File: src/ubi_regs.svh
// register offsets, field positions, reset values and timing counts
// assumes a 4-bit word address on the register port
`ifndef UBI_REGS_SVH
`define UBI_REGS_SVH
// ----------------------------------------------------------------
// register offsets
// ----------------------------------------------------------------
`define UBI_OFF_STATUS 4'h0
`define UBI_OFF_ENABLE 4'h1
`define UBI_OFF_IDENT 4'h2
`define UBI_OFF_CMD 4'h3
`define UBI_OFF_TIMER_STATUS_REG 4'h4
`define UBI_OFF_TMEN 4'h5
`define UBI_OFF_LINE 4'h6
`define UBI_OFF_RXST 4'h7
`define UBI_OFF_RXEN 4'h8
`define UBI_OFF_MDST 4'h9
`define UBI_OFF_MDEN 4'hA
`define UBI_OFF_MODE 4'hB
// ----------------------------------------------------------------
// field positions
// ----------------------------------------------------------------
`define UBI_CMD_ACK 0
`define UBI_CMD_STC 1
`define UBI_CMD_SWRST 2
`define UBI_MODE_AUTO 0
`define UBI_LINE_TXFIFO 5
`define UBI_LINE_TXIDLE 6
// ----------------------------------------------------------------
// reset values and timing
// ----------------------------------------------------------------
`define UBI_RST_STATUS 8'h00
`define UBI_RST_ENABLE 8'h00
`define UBI_RST_BANK 2'h0
`define UBI_ACK_LOW_CYCLES 2'h2
`endif

File: src/ubi_pkg.sv
// types shared by the interrupt logic
// assumes nothing beyond a SystemVerilog compiler
package ubi_pkg;
    // whole state of the interrupt logic
    typedef struct packed {
        logic [1:0] tmStat;  // timer sources
        logic [1:0] tmEn;    // timer source enables
        logic txIdle;        // transmit machine idle
        logic [7:1] rxStat;  // receive machine sources
        logic [7:1] rxEn;    // receive source enables
        logic rxFifo;        // receive fifo request
        logic txFifo;        // transmit fifo request
        logic [3:0] mdStat;  // modem sources
        logic [3:0] mdEn;    // modem source enables
        logic [5:0] block_request_enable;     // block request enables
        logic [1:0] bank;    // bank selector
        logic autoAck;       // automatic acknowledge mode
        logic [1:0] lowCnt;  // forced low window
        logic intOut;        // interrupt output
        logic [7:0] rdData;  // read data
    } ubi_state_s;
endpackage

File: src/ubi_interrupt_logic.sv
// interrupt logic of a serial controller: sources, block requests,
// priority resolver, identification code and acknowledge modes
// assumes source events and service pulses come from same-clock logic
//
// Notes on behaviour
// - receive machine has seven sticky sources
// - block request set by any enabled source
// - status read clears block, not rx fifo
// - six block bits, interrupt needs block enable
// - block enable writable at any time
// - fixed priority codes timers 5 to modem 0
// - highest enabled request encoded in bits 3..1
// - code tracks requests continuously, always readable
// - manual mode: acknowledge command drops output
// - auto mode: service forces two low cycles
// - auto mode: any enabled serviced block triggers acknowledge
// - early manual acknowledge re-raises the interrupt
// - request stays until its status bit clears
// - source or block mask removes the request
// - status clear resets every source
// - timer bits, serviced by read or clear
// - tx idle serviced by character write or clear
// - rx sources serviced by read or zero write
// - rx fifo serviced by zero write or read
// - tx fifo serviced by write or ident read
// - modem sources serviced by read or zero write
// - manual mode: service never drops output
// - enabled request raises output and shows code
// - lower request re-edges only after acknowledge
// - software reset masks all and selects bank zero
`timescale 1ns/1ps
`include "ubi_regs.svh"
module ubi_interrupt_logic
    import ubi_pkg::*;
(
    input wire logic clock,
    input wire logic sys_rst,
    input wire logic [3:0] regAddr,
    input wire logic [7:0] regWrData,
    input wire logic regWrStb,
    input wire logic regRdStb,
    output logic [7:0] regRdData,
    input wire logic [1:0] tmrEvent,
    input wire logic txIdleEvent,
    input wire logic [7:1] rxEvent,
    input wire logic rxFifoEvent,
    input wire logic txFifoEvent,
    input wire logic [3:0] modemEvent,
    input wire logic txCharWrite,
    input wire logic rxCharRead,
    output logic intReq
);
    // ----------------------------------------------------------------
    // helpers
    // ----------------------------------------------------------------
    // defaults after hardware or software reset
    function automatic ubi_state_s ubi_reset();
        ubi_state_s r;
        r = '0;
        r.tmStat = 2'(`UBI_RST_STATUS);
        r.rxStat = 7'(`UBI_RST_STATUS);
        r.mdStat = 4'(`UBI_RST_STATUS);
        r.tmEn = 2'(`UBI_RST_ENABLE);
        r.rxEn = 7'(`UBI_RST_ENABLE);
        r.mdEn = 4'(`UBI_RST_ENABLE);
        r.block_request_enable = 6'(`UBI_RST_ENABLE);
        r.bank = `UBI_RST_BANK;
        return r;
    endfunction

    // block request bits from enabled source bits
    function automatic logic [5:0] ubi_blk(input ubi_state_s x);
        logic [5:0] b;
        b[5] = |(x.tmStat & x.tmEn);
        b[4] = x.txIdle;
        b[3] = |(x.mdStat & x.mdEn);
        b[2] = |(x.rxStat & x.rxEn);
        b[1] = x.txFifo;
        b[0] = x.rxFifo;
        return b;
    endfunction

    // fixed priority resolver, timers highest
    function automatic logic [2:0] ubi_prio(input logic [5:0] p);
        logic [2:0] c;
        c = 3'h0;
        // block bits: 5 timers, 4 tx machine, 3 modem, 2 rx machine, 1 tx fifo, 0 rx fifo
        if (p[5]) begin
            c = 3'h5;
        end else if (p[4]) begin
            c = 3'h4;
        end else if (p[2]) begin
            c = 3'h3;
        end else if (p[0]) begin
            c = 3'h2;
        end else if (p[1]) begin
            c = 3'h1;
        end
        return c;
    endfunction

    // ----------------------------------------------------------------
    // state and decode
    // ----------------------------------------------------------------
    ubi_state_s s;  // registered state
    ubi_state_s next_s;  // next state
    logic [5:0] blkStat;  // block request bits
    logic [5:0] enPend;  // enabled block requests
    logic [2:0] code;  // identification code
    logic rdT;  // timer status read
    logic rdL;  // line status read
    logic rdR;  // receive status read
    logic rdM;  // modem status read
    logic rdI;  // identification read
    logic wrL;  // line status write
    logic wrR;  // receive status write
    logic wrM;  // modem status write
    logic status_clear_command;  // status clear command
    logic ackCmd;  // manual acknowledge command
    logic swRst;  // software reset command
    logic [1:0] tmClr;  // timer clear mask
    logic [7:1] rxClr;  // receive clear mask
    logic [3:0] mdClr;  // modem clear mask
    logic rxFifoClr;  // receive fifo clear
    logic txFifoClr;  // transmit fifo clear
    logic txIdleClr;  // transmit idle clear
    logic svc;  // a service operation happens
    logic trig;  // acknowledge starts the low window

    assign blkStat = ubi_blk(s);
    assign enPend = blkStat & s.block_request_enable;
    assign code = ubi_prio(enPend);

    // read and write strobes per register
    assign rdT = regRdStb && regAddr == `UBI_OFF_TIMER_STATUS_REG;
    assign rdL = regRdStb && regAddr == `UBI_OFF_LINE;
    assign rdR = regRdStb && regAddr == `UBI_OFF_RXST;
    assign rdM = regRdStb && regAddr == `UBI_OFF_MDST;
    assign rdI = regRdStb && regAddr == `UBI_OFF_IDENT;
    assign wrL = regWrStb && regAddr == `UBI_OFF_LINE;
    assign wrR = regWrStb && regAddr == `UBI_OFF_RXST;
    assign wrM = regWrStb && regAddr == `UBI_OFF_MDST;

    // command register bits
    assign status_clear_command = regWrStb && regAddr == `UBI_OFF_CMD && regWrData[`UBI_CMD_STC];
    assign ackCmd = regWrStb && regAddr == `UBI_OFF_CMD && regWrData[`UBI_CMD_ACK];
    assign swRst = regWrStb && regAddr == `UBI_OFF_CMD && regWrData[`UBI_CMD_SWRST];

    // ----------------------------------------------------------------
    // service clear masks
    // ----------------------------------------------------------------
    // timers: read of timer status or status clear
    assign tmClr = {2{status_clear_command || rdT}};
    // receive: read clears all, zero write clears the bit
    assign rxClr = {7{status_clear_command || rdL || rdR}}
        | (wrR ? ~regWrData[7:1] : 7'h00)
        | (wrL ? {3'h0, ~regWrData[4:1]} : 7'h00);
    // modem: read clears all, zero write clears the bit
    assign mdClr = {4{status_clear_command || rdM}} | (wrM ? ~regWrData[3:0] : 4'h0);
    // rx fifo survives status reads
    assign rxFifoClr = status_clear_command || rxCharRead || ((wrL || wrR) && !regWrData[0]);
    assign txFifoClr = status_clear_command || txCharWrite || rdI;
    assign txIdleClr = status_clear_command || txCharWrite;
    // any operation that may service a source
    assign svc = status_clear_command || rdT || rdL || rdR || rdM || rdI || wrL || wrR || wrM
        || txCharWrite || rxCharRead;

    // ----------------------------------------------------------------
    // next state
    // ----------------------------------------------------------------
    always_comb begin
        next_s = s;
        trig = 1'b0;
        // sticky sources, a set in the clear cycle wins
        next_s.tmStat = (s.tmStat & ~tmClr) | tmrEvent;
        next_s.rxStat = (s.rxStat & ~rxClr) | rxEvent;
        next_s.mdStat = (s.mdStat & ~mdClr) | modemEvent;
        next_s.rxFifo = (s.rxFifo & ~rxFifoClr) | rxFifoEvent;
        next_s.txFifo = (s.txFifo & ~txFifoClr) | txFifoEvent;
        next_s.txIdle = (s.txIdle & ~txIdleClr) | txIdleEvent;
        // configuration writes
        if (regWrStb) begin
            case (regAddr)
                `UBI_OFF_ENABLE: begin
                    next_s.block_request_enable = regWrData[5:0];
                end
                `UBI_OFF_TMEN: begin
                    next_s.tmEn = regWrData[1:0];
                end
                `UBI_OFF_RXEN: begin
                    next_s.rxEn = regWrData[7:1];
                end
                `UBI_OFF_MDEN: begin
                    next_s.mdEn = regWrData[3:0];
                end
                `UBI_OFF_MODE: begin
                    next_s.autoAck = regWrData[`UBI_MODE_AUTO];
                end
                `UBI_OFF_IDENT: begin
                    next_s.bank = regWrData[6:5];
                end
                default: begin
                    // other offsets hold no configuration
                end
            endcase
        end
        // read data, valid only in the cycle after the strobe
        next_s.rdData = 8'h00;
        if (regRdStb) begin
            case (regAddr)
                `UBI_OFF_STATUS: next_s.rdData = {2'h0, blkStat};
                `UBI_OFF_ENABLE: next_s.rdData = {2'h0, s.block_request_enable};
                `UBI_OFF_IDENT: begin
                    // bit 0 high when nothing is pending
                    next_s.rdData = {1'b0, s.bank, 1'b0, code, ~(|enPend)};
                end
                `UBI_OFF_TIMER_STATUS_REG: next_s.rdData = {6'h00, s.tmStat};
                `UBI_OFF_TMEN: next_s.rdData = {6'h00, s.tmEn};
                `UBI_OFF_LINE: begin
                    next_s.rdData = {1'b0, s.txIdle, s.txFifo, s.rxStat[4:1], s.rxFifo};
                end
                `UBI_OFF_RXST: next_s.rdData = {s.rxStat, s.rxFifo};
                `UBI_OFF_RXEN: next_s.rdData = {s.rxEn, 1'b0};
                `UBI_OFF_MDST: next_s.rdData = {4'h0, s.mdStat};
                `UBI_OFF_MDEN: next_s.rdData = {4'h0, s.mdEn};
                `UBI_OFF_MODE: next_s.rdData = {7'h00, s.autoAck};
                default: next_s.rdData = 8'h00;  // unmapped reads zero
            endcase
        end
        // acknowledge decision
        if (s.autoAck) begin
            // an enabled request that a service drops
            trig = svc && |(enPend & ~(ubi_blk(next_s) & next_s.block_request_enable));
        end else begin
            trig = ackCmd;
        end
        // interrupt output
        if (trig) begin
            next_s.lowCnt = `UBI_ACK_LOW_CYCLES - 2'h1;
            next_s.intOut = 1'b0;
        end else if (s.lowCnt != 2'h0) begin
            // still inside the forced low window
            next_s.lowCnt = s.lowCnt - 2'h1;
            next_s.intOut = 1'b0;
        end else if (!s.autoAck && s.intOut) begin
            // manual mode holds until acknowledged
            next_s.intOut = 1'b1;
        end else begin
            // raise on any enabled request
            next_s.intOut = |enPend;
        end
        // software reset returns everything to defaults
        if (swRst) begin
            next_s = ubi_reset();
        end
    end

    // ----------------------------------------------------------------
    // state register
    // ----------------------------------------------------------------
    always_ff @(posedge clock or posedge sys_rst) begin
        if (sys_rst) begin
            s <= ubi_reset();
        end else begin
            s <= next_s;
        end
    end

    assign regRdData = s.rdData;
    assign intReq = s.intOut;

    // ----------------------------------------------------------------
    // checks
    // ----------------------------------------------------------------
    logic anyEvt;  // any source event this cycle
    assign anyEvt = |{tmrEvent, txIdleEvent, rxEvent, rxFifoEvent, txFifoEvent, modemEvent};

    AST_BLOCK_READ: assert property (@(posedge clock) disable iff (sys_rst)
        regRdStb && regAddr == `UBI_OFF_STATUS |=> regRdData == {2'h0, $past(blkStat)})
        else $error("block status read does not show the block bits");

    AST_RX_READ_CLEAR: assert property (@(posedge clock) disable iff (sys_rst)
        rdR && !swRst && !(|rxEvent) && !rxFifoEvent && !rxCharRead
        |=> s.rxStat == 7'h00 && s.rxFifo == $past(s.rxFifo))
        else $error("receive status read cleared wrongly");

    AST_TOP_CODE: assert property (@(posedge clock) disable iff (sys_rst)
        enPend[5] |-> code == 3'h5)
        else $error("timer request not encoded as highest");

    AST_LOW_CODE: assert property (@(posedge clock) disable iff (sys_rst)
        enPend == 6'h08 |-> code == 3'h0)
        else $error("lowest request code wrong");

    AST_AUTO_LOW: assert property (@(posedge clock) disable iff (sys_rst)
        s.autoAck && trig && !swRst |=> !intReq ##1 !intReq)
        else $error("acknowledge low window shorter than two cycles");

    AST_AUTO_REEVAL: assert property (@(posedge clock) disable iff (sys_rst)
        s.autoAck && trig && !swRst ##1 !trig ##1 (|enPend && !trig && !swRst) |=> intReq)
        else $error("output not raised again after the low window");

    AST_MASK_DROP: assert property (@(posedge clock) disable iff (sys_rst)
        s.autoAck && enPend == 6'h00 && s.lowCnt == 2'h0 |=> !intReq)
        else $error("masked requests still drive the output");

    AST_MANUAL_HOLD: assert property (@(posedge clock) disable iff (sys_rst)
        !s.autoAck && intReq && !ackCmd && !swRst |=> intReq)
        else $error("manual mode output fell without acknowledge");

    AST_MANUAL_REARM: assert property (@(posedge clock) disable iff (sys_rst)
        !s.autoAck && ackCmd && !swRst ##1 !ackCmd
        ##1 (|enPend && !ackCmd && !swRst && !s.autoAck) |=> intReq)
        else $error("early acknowledge did not re-raise the output");

    AST_STATUS_CLEAR: assert property (@(posedge clock) disable iff (sys_rst)
        status_clear_command && !anyEvt |=> blkStat == 6'h00)
        else $error("status clear left a source active");

    AST_SW_RESET: assert property (@(posedge clock) disable iff (sys_rst)
        swRst |=> s.block_request_enable == 6'h00 && s.bank == 2'h0 && !intReq)
        else $error("software reset left blocks enabled");

    // ----------------------------------------------------------------
    // resolver and per-source service checks
    // ----------------------------------------------------------------
    // receive fifo alone sits above transmit fifo and modem
    AST_RXFIFO_CODE: assert property (@(posedge clock) disable iff (sys_rst)
        enPend == 6'h01 |-> code == 3'h2)
        else $error("receive fifo request not encoded as code two");

    // receive machine outranks both fifos and the modem block
    AST_RXM_CODE: assert property (@(posedge clock) disable iff (sys_rst)
        enPend[2] && !enPend[5] && !enPend[4] |-> code == 3'h3)
        else $error("receive machine request not encoded as code three");

    // manual acknowledge opens the two-cycle low window
    AST_MANUAL_ACK: assert property (@(posedge clock) disable iff (sys_rst)
        !s.autoAck && ackCmd && !swRst |=> !intReq ##1 !intReq)
        else $error("manual acknowledge did not drop the output");

    // an enabled request raises the output outside the low window
    AST_MANUAL_RAISE: assert property (@(posedge clock) disable iff (sys_rst)
        !s.autoAck && s.lowCnt == 2'h0 && |enPend && !ackCmd && !swRst
        |=> intReq)
        else $error("enabled request did not raise the output");

    // a pending timer bit stays until something services it
    AST_SOURCE_HOLD: assert property (@(posedge clock) disable iff (sys_rst)
        s.tmStat[0] && !status_clear_command && !rdT && !swRst |=> s.tmStat[0])
        else $error("timer source dropped without service");

    // timer status read clears both timer sources
    AST_TIMER_READ: assert property (@(posedge clock) disable iff (sys_rst)
        rdT && !(|tmrEvent) |=> s.tmStat == 2'h0)
        else $error("timer status read left a source active");

    // a character write services transmit idle
    AST_TXIDLE_WRITE: assert property (@(posedge clock) disable iff (sys_rst)
        txCharWrite && !txIdleEvent |=> !s.txIdle)
        else $error("character write did not clear transmit idle");

    // an identification read services the transmit fifo request
    AST_TXFIFO_IDENT: assert property (@(posedge clock) disable iff (sys_rst)
        rdI && !txFifoEvent |=> !s.txFifo)
        else $error("identification read did not clear transmit fifo request");

    // modem status read clears every modem source
    AST_MODEM_READ: assert property (@(posedge clock) disable iff (sys_rst)
        rdM && !(|modemEvent) |=> s.mdStat == 4'h0)
        else $error("modem status read left a source active");

endmodule

File: config.mk
export PLATFORM = sky130hd
export DESIGN_NAME = ubi_interrupt_logic
export DESIGN_NICKNAME = d
export VERILOG_FILES = /design/src/ubi_pkg.sv /design/src/ubi_interrupt_logic.sv
export VERILOG_INCLUDE_DIRS = /design/src /design/src/src
export SDC_FILE = /design/constraint.sdc
export NUM_CORES = 1
export LEC_CHECK = 0
export BUFFER_PORTS_ARGS = -buffer_cell sky130_fd_sc_hd__buf_2
export CORE_ASPECT_RATIO = 0.6
export CORE_MARGIN = 10
export CORE_UTILIZATION = 58
export DETAILED_ROUTE_END_ITERATION = 8
export PLACE_DENSITY = 0.83
export SLEW_MARGIN = 20
export SYNTH_ARGS = -nofsm -noshare
export SYNTH_HDL_FRONTEND = slang
export SYNTH_SLANG_ARGS = --single-unit
export TNS_END_PERCENT = 10
File: constraint.sdc
create_clock -name clock -period 2.7 [get_ports clock]
set_input_delay 0.27 -clock clock [delete_from_list [all_inputs] [get_ports clock]]
set_output_delay 0.27 -clock clock [all_outputs]
set_load 0.01 [all_outputs]
==> results.py, run 1 <==
metrics = {
    "placed_design": {
        "dpl.hpwl_um": 7300,
        "port_buffers": 42,
        "placed_area_um2": 3330,
        "dp_slack_ns": 0.223,
        "gp_routability_congestion": 0.996,
    },
    "drt": {
        "ant_nets": 0,
        "drtIter0Drc": 428,
        "via_count": 3037,
        "drt_wl_total_um": 9630,
        "drc_errors": 0,
        "firstDrtPassIters": 6,
        "via_per_inst": 6.79,
        "avgRoutedWirePerCell_um": 21.5,
    },
    "layout": {
        "nets": 415,
        "n_antenna_cell": 0,
        "postLayoutCoreUtil_pct": 66.9,
        "final_layout_size_suffix_gt1_share_pct": 18.9,
        "design_area_um2": 3410,
        "syn2layout_area_growth_pct": 10.8,
    },
    "clocking": {
        "cts_hold_buf": 0,
        "cts_made_buffers": 5,
        "clk_latency_ns": 0.31,
        "clock-sinks": 49,
        "clock_path_buffers": 2,
        "clock-root-buffer": "clkbuf_8",
        "cts.htree.levels": 2,
        "clk_pin_slew_ns": 0.09,
        "cts_tree": "done",
        "post-cts-setup-buffers": 0,
        "cts_resized": 0,
    },
    "sta": {
        "hold_violations": 0,
        "slew_viol_final": 0,
        "setup_slack_ns": 0.456,
        "relSlewSlack_pct": 44.0,
        "rsz0062_at_grt": "no",
        "worstMarginPinSlew_ns": 0.840,
        "finClkSkew_ns": 0.00480,
        "final.period_utilization_pct": 83.1,
        "timing.fmax_ghz": 0.446,
        "period_needed_ns": 2.24,
        "final-setup-viol-count": 0,
        "final.setup.tns_ns": 0,
    },
    "min_path": {
        "hp-class": "in2async",
    },
    "global_route": {
        "grt.total_usage_pct": 21.3,
        "grt_max_degree": 50,
        "grt-ovfl-total": 0,
        "grt_pass1_vias": 2766,
        "antenna_found_initial": 0,
        "grt_pass1_wl_um": 15200,
    },
    "floorplan": {
        "die_h_um": 76.5,
        "rows": 20,
        "initial_core_util_pct": 60.4,
        "core_um2": 5100,
        "die_area_um2": 8720,
        "io_pins": 43,
        "die_x_um": 114,
    },
    "logic_synthesis": {
        "ys_seq_elements": 49,
        "yosysWarnings": 0,
        "yosysSeqAreaShare_pct": 39.8,
        "synthArstFlopShare_pct": 100,
        "ys_top_cells_by_area": "dfrtp_1 (40%), mux2i_1 (6.8%), nor2_1 (6.0%), and2_1 (2.6%), a21oi_1 (2.4%)",
        "synth_edf_count": 0,
        "syn_nets": 380,
        "synth_top_area_share_pct": 39.8,
        "synth_area_um2": 3080,
        "synth_cells": 345,
        "synth_commonest_cells": "dfrtp_1 (49), nor2_1 (49), mux2i_1 (21)",
        "yosys.area.top_type": "dfrtp_1",
        "synth_area_per_cell_um2": 8.93,
        "ys_types": 51,
        "synthFlopType": "dfrtp_1",
    },
    "flow_run": {
        "drv_cap": 0,
    },
    "setup_path": {
        "critPathKind": "in2reg",
        "cp-end-kind": "flop",
        "startpoint_type": "input port",
        "crit_arrival_ns": 2.43,
        "required_ns": 2.89,
        "cp-startpoint": "regAddr[2]",
        "crit_fanout": 8,
        "r2r_start": "s[34]$_DFF_PP0_",
    },
    "power": {
        "power_frac_seq_pct": 47.9,
        "power_frac_comb_pct": 30.5,
        "clkPwrFrac_pct": 21.6,
        "max-vdd-ir-drop_uv": 390,
        "p_sw_share_pct": 35.5,
        "intPower_mw": 1.30,
        "p_per_area_nw_per_um2": 592,
        "power_leakage_nw": 1.54,
        "p_sw_mw": 0.717,
    },
    "status": {
        "status": "complete, no violations",
    },
}
==> through the flow <==
step                std cells  power, mW  hold WS, ns
finish                    447       2.02       0.0895
global placement          439       1.56        0.496
global route              447       2.12        0.161
detailed placement        439       1.57        0.512
CTS                       447       1.99        0.197
floorplan                 345       1.37        0.397
==> critical path, cell delays in order <==
cell,delay [ns]
buf_2,0.15
nand2b_4,0.18
nor4b_4,0.33
mux2_1,0.38
a222oi_1,0.37
nor4bb_1,0.46
a211o_1,0.21
a211oi_1,0.08
==> routing by layer <==
layer / up-vias / global-route usage (%) / share of wire (%)
met5: - / 0 / 0
met4: 0 / 4.11 / 1.5
met3: 23 / 6.76 / 15
met2: 254 / 27.9 / 39
met1: 1445 / 32.7 / 44
li1: 1315 / - / -
==> registers in the layout, indices dropped and copies added (netlist names) <==
signal and count:
blkStat 3, intReq 1, s 37, regRdData 8
==> cells in the final DEF (no fill, tap or decap), types with 3 or more instances in the layout <==
cell       n
nor2_1    49
dfrtp_1   49
buf_2     42
mux2i_1   21
nand2_1   20
a21oi_1   15
buf_4     15
and2_1    13
a31oi_1   12
o21ai_0   12
nand3_1   11
or3_1      9
o22ai_1    9
nor2b_1    8
inv_1      6
nand3b_1   6
mux2_2     6
a22oi_1    6
and3b_1    5
o21a_1     5
a22o_1     5
clkbuf_8   5
a221oi_1   4
o21bai_1   4
o211ai_1   4
a21boi_0   3
nand4b_1   3
nand2b_1   3
a211oi_1   3
a32oi_1    3
==> worst paths after layout <==
path	end	slack, ns	depth (start not counted)
max in group asynchronous	s[22]$_DFF_PP0_	2.10	2
max	intReq$_DFF_PP0_	0.46	8
min	s[48]$_DFF_PP0_	0.09	2
max reg2reg	intReq$_DFF_PP0_	0.48	7
min reg2reg	s[12]$_DFFE_PP0P_	0.54	2
min in group clock	s[43]$_DFF_PP0_	0.19	3
==> power by group through the flow <==
stage | Clock [mW] | Combinational (mW) | Sequential (mW)
2_1_floorplan | 0 | 0.437 | 0.929
3_3_place_gp | 0 | 0.588 | 0.972
3_5_place_dp | 0 | 0.598 | 0.972
4_1_cts | 0.435 | 0.600 | 0.959
5_1_grt | 0.466 | 0.681 | 0.976
6_report | 0.437 | 0.617 | 0.968
==> cell families after synthesis <==
| group | synth area share, % |
|---|---|
| compound gates | 20.4 |
| fa+ha+maj | 0.406 |
| xor+xnor | 0.284 |
| mux | 9.38 |
| simple gates | 23.7 |
| buf+inv | 6.01 |
| flops | 39.8 |
==> layout make-up <==
cell class,instances,area [um^2]
repair buffers,57,323
multi-input cells,260,1670
clock inverters,1,7.51
inverters,7,27.5
well taps,66,82.6
flip-flops and latches,49,1230
fillers,441,1690
clock buffers,7,76.3
Note: power is estimated with default switching activity, not from simulation.
==> inputs of run 2 (changes only) <==
- CORE_UTILIZATION: 58 -> 52
- PLACE_DENSITY: 0.83 -> 0.79
- clock period: 2.7 -> 1.95 ns (I/O delays scaled with it)
==> run 2 against run 1 <==
Register-to-register slack got worse by 0.59 ns. Core utilization rose by 5.5 points. Wire length rose by 15%. Clock skew rose by 0.0077 ns. The flow now finishes with violations (setup timing). First-iteration DRC count fell by 1.4%. Largest power group unchanged. Design area rose by 20%. Count of clock-buffer cells in the layout fell by 2. Critical path depth fell by 1. Die area rose by 9.0%. Largest cell class unchanged. Cell count rose by 19%.
==> results.py, run 2 (synthesis results as in run 1) <==
metrics = {
    "status": {
        "status": "complete, but fails checks",
        "violations": "setup timing",
    },
    "sta": {
        "worstMarginPinSlew_ns": 0.630,
        "setup_slack_ns": -0.113,
        "final.period_utilization_pct": 106,
        "slew_viol_final": 0,
        "timing.fmax_ghz": 0.485,
        "final-setup-viol-count": 4,
        "relSlewSlack_pct": 58.0,
        "rsz0062_at_grt": "yes",
        "hold_violations": 0,
        "period_needed_ns": 2.06,
        "finClkSkew_ns": 0.0125,
    },
    "floorplan": {
        "rows": 21,
        "die_area_um2": 9510,
        "die_h_um": 79.6,
        "io_pins": 43,
        "initial_core_util_pct": 54.6,
        "core_um2": 5650,
        "die_x_um": 119,
    },
    "drt": {
        "firstDrtPassIters": 5,
        "ant_nets": 0,
        "drc_errors": 0,
        "avgRoutedWirePerCell_um": 20.8,
        "drt_wl_total_um": 11100,
        "drtIter0Drc": 422,
        "via_count": 3269,
        "via_per_inst": 6.16,
    },
    "placed_design": {
        "dp_slack_ns": -0.376,
        "dpl.hpwl_um": 8490,
        "gp_routability_congestion": 0.984,
        "dp.cells": 522,
        "placed_area_um2": 3910,
        "port_buffers": 42,
    },
    "clocking": {
        "cts_tree": "done",
        "clk_pin_slew_ns": 0.10,
        "clock-sinks": 49,
        "clock-root-buffer": "clkbuf_8",
        "cts_made_buffers": 5,
        "clk_latency_ns": 0.31,
        "cts.htree.levels": 2,
        "clock_path_buffers": 2,
    },
    "global_route": {
        "grt.total_usage_pct": 23.0,
        "grt-ovfl-total": 0,
        "grt_pass1_wl_um": 17500,
        "antenna_found_initial": 0,
        "grt_max_degree": 50,
        "grt_pass1_vias": 3088,
    },
    "setup_path": {
        "r2r_start": "s[41]$_DFF_PP0_",
        "reg2reg_to": "s[9]$_DFFE_PP0P_",
        "required_ns": 2.17,
        "cp-end-kind": "flop",
        "r2r_cells": 7,
        "crit_fanout": 3,
        "crit_arrival_ns": 2.28,
        "r2r_setup_slack_ns": -0.11,
        "cp-startpoint": "s[41]$_DFF_PP0_",
        "critPathKind": "reg2reg",
        "crit_end": "s[9]$_DFFE_PP0P_",
        "startpoint_type": "flop",
    },
    "layout": {
        "largest_reg_flops": 37,
        "nets": 485,
        "n_antenna_cell": 0,
        "final_common_cell": "buf_4",
        "postLayoutCoreUtil_pct": 72.4,
        "syn2layout_area_growth_pct": 32.7,
        "design_area_um2": 4090,
        "layout_common_cells": "buf_4 (82), nor2_1 (49), dfrtp_1 (49)",
        "fill_cells": 433,
        "final_layout_size_suffix_gt1_share_pct": 33.3,
        "finalNonFillerCells": 531,
        "top_register": "s",
    },
    "power": {
        "power_leakage_nw": 1.93,
        "p_per_area_nw_per_um2": 825,
        "max-vdd-ir-drop_uv": 681,
        "total_power_mw": 3.38,
    },
    "flow_run": {
        "drv_cap": 0,
    },
    "min_path": {
        "hp-class": "in2async",
    },
}
==> run 2: worst min path at each step <==
stage                      startpoint                endpoint  slack [ns]  cells past startpoint
after CTS                     sys_rst         s[36]$_DFF_PP0_        0.06                      3
after detailed placement      sys_rst       s[13]$_DFFE_PP0P_        0.39                      3
after global placement        sys_rst       s[13]$_DFFE_PP0P_        0.38                      3
final                         sys_rst  regRdData[2]$_DFF_PP0_        0.04                      3
after global routing          sys_rst  regRdData[3]$_DFF_PP0_        0.08                      3
after floorplan           txIdleEvent    blkStat[4]$_DFF_PP0_        0.32                      2
==> run 2: layout make-up <==
cell class	count	area, um^2	share of cell area, %
Multi-Input combinational cell	260	1710	41.9
Timing Repair Buffer	127	886	21.7
Tap cell	80	100	2.45
Sequential cell	49	1230	30.0
Clock inverter	3	68.8	1.68
Clock buffer	5	68.8	1.68
Inverter	7	26.3	0.642
==> run 2: what timing repair did <==
action	4_1_cts	5_1_grt
resized for setup	6	3
endpoints found under the setup margin	5	6
buffers inserted	1	0
hold buffers	0	0
cloned	0	0
endpoints found under the hold margin	0	0
pin swaps	10	1
==> run 2: critical path: stages (launching register included) <==
cell,delay [ns]
dfrtp_1,0.41
a222oi_1,0.33
nand3_1,0.16
and2_4,0.18
a221oi_4,0.25
o211ai_1,0.12
a211o_1,0.31
a21o_1,0.20
==> run 2: routing by layer <==
layer	track usage (%)	wire, um
met1	33.7	4900
met2	30.1	4230
met3	9.11	1690
met4	6.00	240
met5	0	0
==> run 2: where the power goes <==
| group | switching (mW) | internal, mW | leakage, nW | total, mW |
|---|---|---|---|---|
| registers | 0.147 | 1.18 | 0.582 | 1.32 |
| clock network | 0.368 | 0.517 | 0.0687 | 0.885 |
| logic | 0.593 | 0.575 | 1.28 | 1.17 |
==> run 2: metrics by stage <==
stage                     TNS [ns]  hold slack [ns]
after CTS                   -0.288           0.0622
after global placement      -0.843            0.383
after detailed placement     -1.16            0.394
after global routing        -0.915           0.0833
final                       -0.359           0.0367
after floorplan             -0.441            0.322
==> inputs of run 3 (changes only) <==
- CORE_ASPECT_RATIO: 0.6 -> default
==> run 3 against run 2 <==
Wire length fell by 2.7%. The run still ends with setup timing left. Highest routed layer unchanged. Critical path depth unchanged. Fmax shrank 1.3%. Clock skew is essentially flat. First-iteration DRC count increased by 21%. Register-to-register slack got worse by 0.03 ns.
==> results.py, run 3 (synthesis results as in run 1) <==
metrics = {
    "layout": {
        "nets": 486,
        "final_common_cell": "buf_4",
        "syn2layout_area_growth_pct": 32.1,
        "top_register": "s",
        "n_antenna_cell": 0,
        "layout_common_cells": "buf_4 (83), nor2_1 (49), dfrtp_1 (49)",
        "final_layout_size_suffix_gt1_share_pct": 34.1,
        "finalNonFillerCells": 524,
        "largest_reg_flops": 37,
    },
    "drt": {
        "drtIter0Drc": 510,
        "met1_length_um": 4280,
        "top_layer": "met4",
        "drt_wl_total_um": 10800,
        "wl_met2_um": 4840,
        "firstDrtPassIters": 6,
        "route.met3.wl_um": 1230,
        "ant_nets": 0,
        "via_per_inst": 6.27,
        "drc_errors": 0,
        "avgRoutedWirePerCell_um": 20.5,
        "via_count": 3285,
    },
    "power": {
        "max-vdd-ir-drop_uv": 739,
        "p_per_area_nw_per_um2": 800,
        "power_leakage_nw": 1.92,
        "total_power_mw": 3.25,
    },
    "floorplan": {
        "die_area_um2": 9410,
        "io_pins": 43,
        "die_h_um": 97.0,
        "initial_core_util_pct": 54.6,
        "rows": 27,
        "die_x_um": 97.0,
        "core_um2": 5640,
    },
    "setup_path": {
        "critPathKind": "reg2reg",
        "cpLargestDelayFamily": "compound AO/OA/AOI/OAI gates",
        "required_ns": 2.18,
        "crit_arrival_ns": 2.32,
        "cp-startpoint": "s[41]$_DFF_PP0_",
        "crit_buf_inv": 0,
        "cp-end-kind": "flop",
        "crit_fanout": 3,
        "startpoint_type": "flop",
        "r2r_setup_slack_ns": -0.14,
        "crit_chain": "a222oi_1 -> nand3_1 -> and2_4 -> a221oi_2 -> o211ai_1 -> a211o_1 -> a211oi_2",
        "r2r_start": "s[41]$_DFF_PP0_",
        "slowest_delay_ns": 0.40,
        "crit_path_top_delay_cell": "dfrtp_1",
    },
    "global_route": {
        "grt_pass1_vias": 3153,
        "grt.total_usage_pct": 21.4,
        "grt_max_degree": 50,
        "antenna_found_initial": 0,
        "grt_pass1_wl_um": 16700,
        "grt-ovfl-total": 0,
    },
    "clocking": {
        "cts_tree": "done",
        "clock_path_buffers": 2,
        "clk_pin_slew_ns": 0.10,
        "clock-sinks": 49,
        "cts.htree.levels": 2,
        "cts_made_buffers": 5,
        "clk_latency_ns": 0.32,
        "clock-root-buffer": "clkbuf_8",
    },
    "sta": {
        "worstMarginPinSlew_ns": 0.382,
        "final-setup-viol-count": 3,
        "slew_viol_final": 0,
        "hold_violations": 0,
        "finClkSkew_ns": 0.0121,
        "rsz0062_at_grt": "yes",
        "period_needed_ns": 2.09,
        "hold_ws_ns": 0.115,
        "timing.fmax_ghz": 0.478,
        "final.period_utilization_pct": 107,
        "setup_slack_ns": -0.141,
        "relSlewSlack_pct": 74.2,
        "final.setup.tns_ns": -0.378,
    },
    "placed_design": {
        "gp_routability_congestion": 1.02,
        "dp.cells": 510,
        "dp_slack_ns": -0.362,
        "dpl.hpwl_um": 8020,
        "port_buffers": 42,
    },
    "status": {
        "violations": "setup timing",
        "status": "complete, but fails checks",
    },
    "min_path": {
        "min_from": "tmrEvent[0]",
        "hp-class": "in2reg",
    },
    "flow_run": {
        "drv_cap": 0,
    },
}
[run 3: cell count changes in the layout (fill, tap and decap cells not counted), sizes merged]
cell         change
bufinv           -1
dlygate4sd3      +1
clkinv           +1
[run 3: path summary, 6_finish.rpt]
check,end,cells after the start
max,intReq$_DFF_PP0_,7
min,s[47]$_DFF_PP0_,3
max reg2reg,intReq$_DFF_PP0_,7
min reg2reg,s[12]$_DFFE_PP0P_,2
max in group asynchronous,s[27]$_DFF_PP0_,4
min in group asynchronous,regRdData[4]$_DFF_PP0_,4
[run 3: routing by layer]
| layer | track usage (%) | up-vias |
|---|---|---|
| met5 | 0 | - |
| met4 | 7.67 | 0 |
| met3 | 4.90 | 50 |
| met2 | 33.8 | 229 |
| met1 | 27.7 | 1549 |
| li1 | - | 1457 |
[run 3: report_power, final]
part | internal, mW | switching (mW)
clock | 0.385 | 0.380
combinational | 0.590 | 0.598
sequential | 1.18 | 0.126
total | 2.15 | 1.10
[run 3: cell type report]
type                            instances  area, um^2
Multi-Input combinational cell        260        1730
Fill cell                             441        1570
Sequential cell                        49        1230
Timing Repair Buffer                  128         883
Tap cell                               72        90.1
Clock buffer                            5        68.8
Clock inverter                          3        43.8
Inverter                                7        26.3
[run 3: through the flow]
step	utilization (%)	area, um^2
2_1_floorplan	-	3090
3_3_place_gp	68.4	3860
3_5_place_dp	68.4	3860
4_1_cts	71.8	4050
5_1_grt	72.1	4070
6_report	72.1	4070
[run 3: repair_timing]
action	4_1_cts	5_1_grt
gates resized for setup	11	4
setup buffers	4	2
hold endpoints to repair	49	0
setup endpoints to repair	4	6
hold buffers	1	0
pin swaps	12	4
[run 3: tightest hold or removal path, cell delays in order]
cell	delay (ns)
buf_2	0.09
nor2_1	0.04
nor2_1	0.07
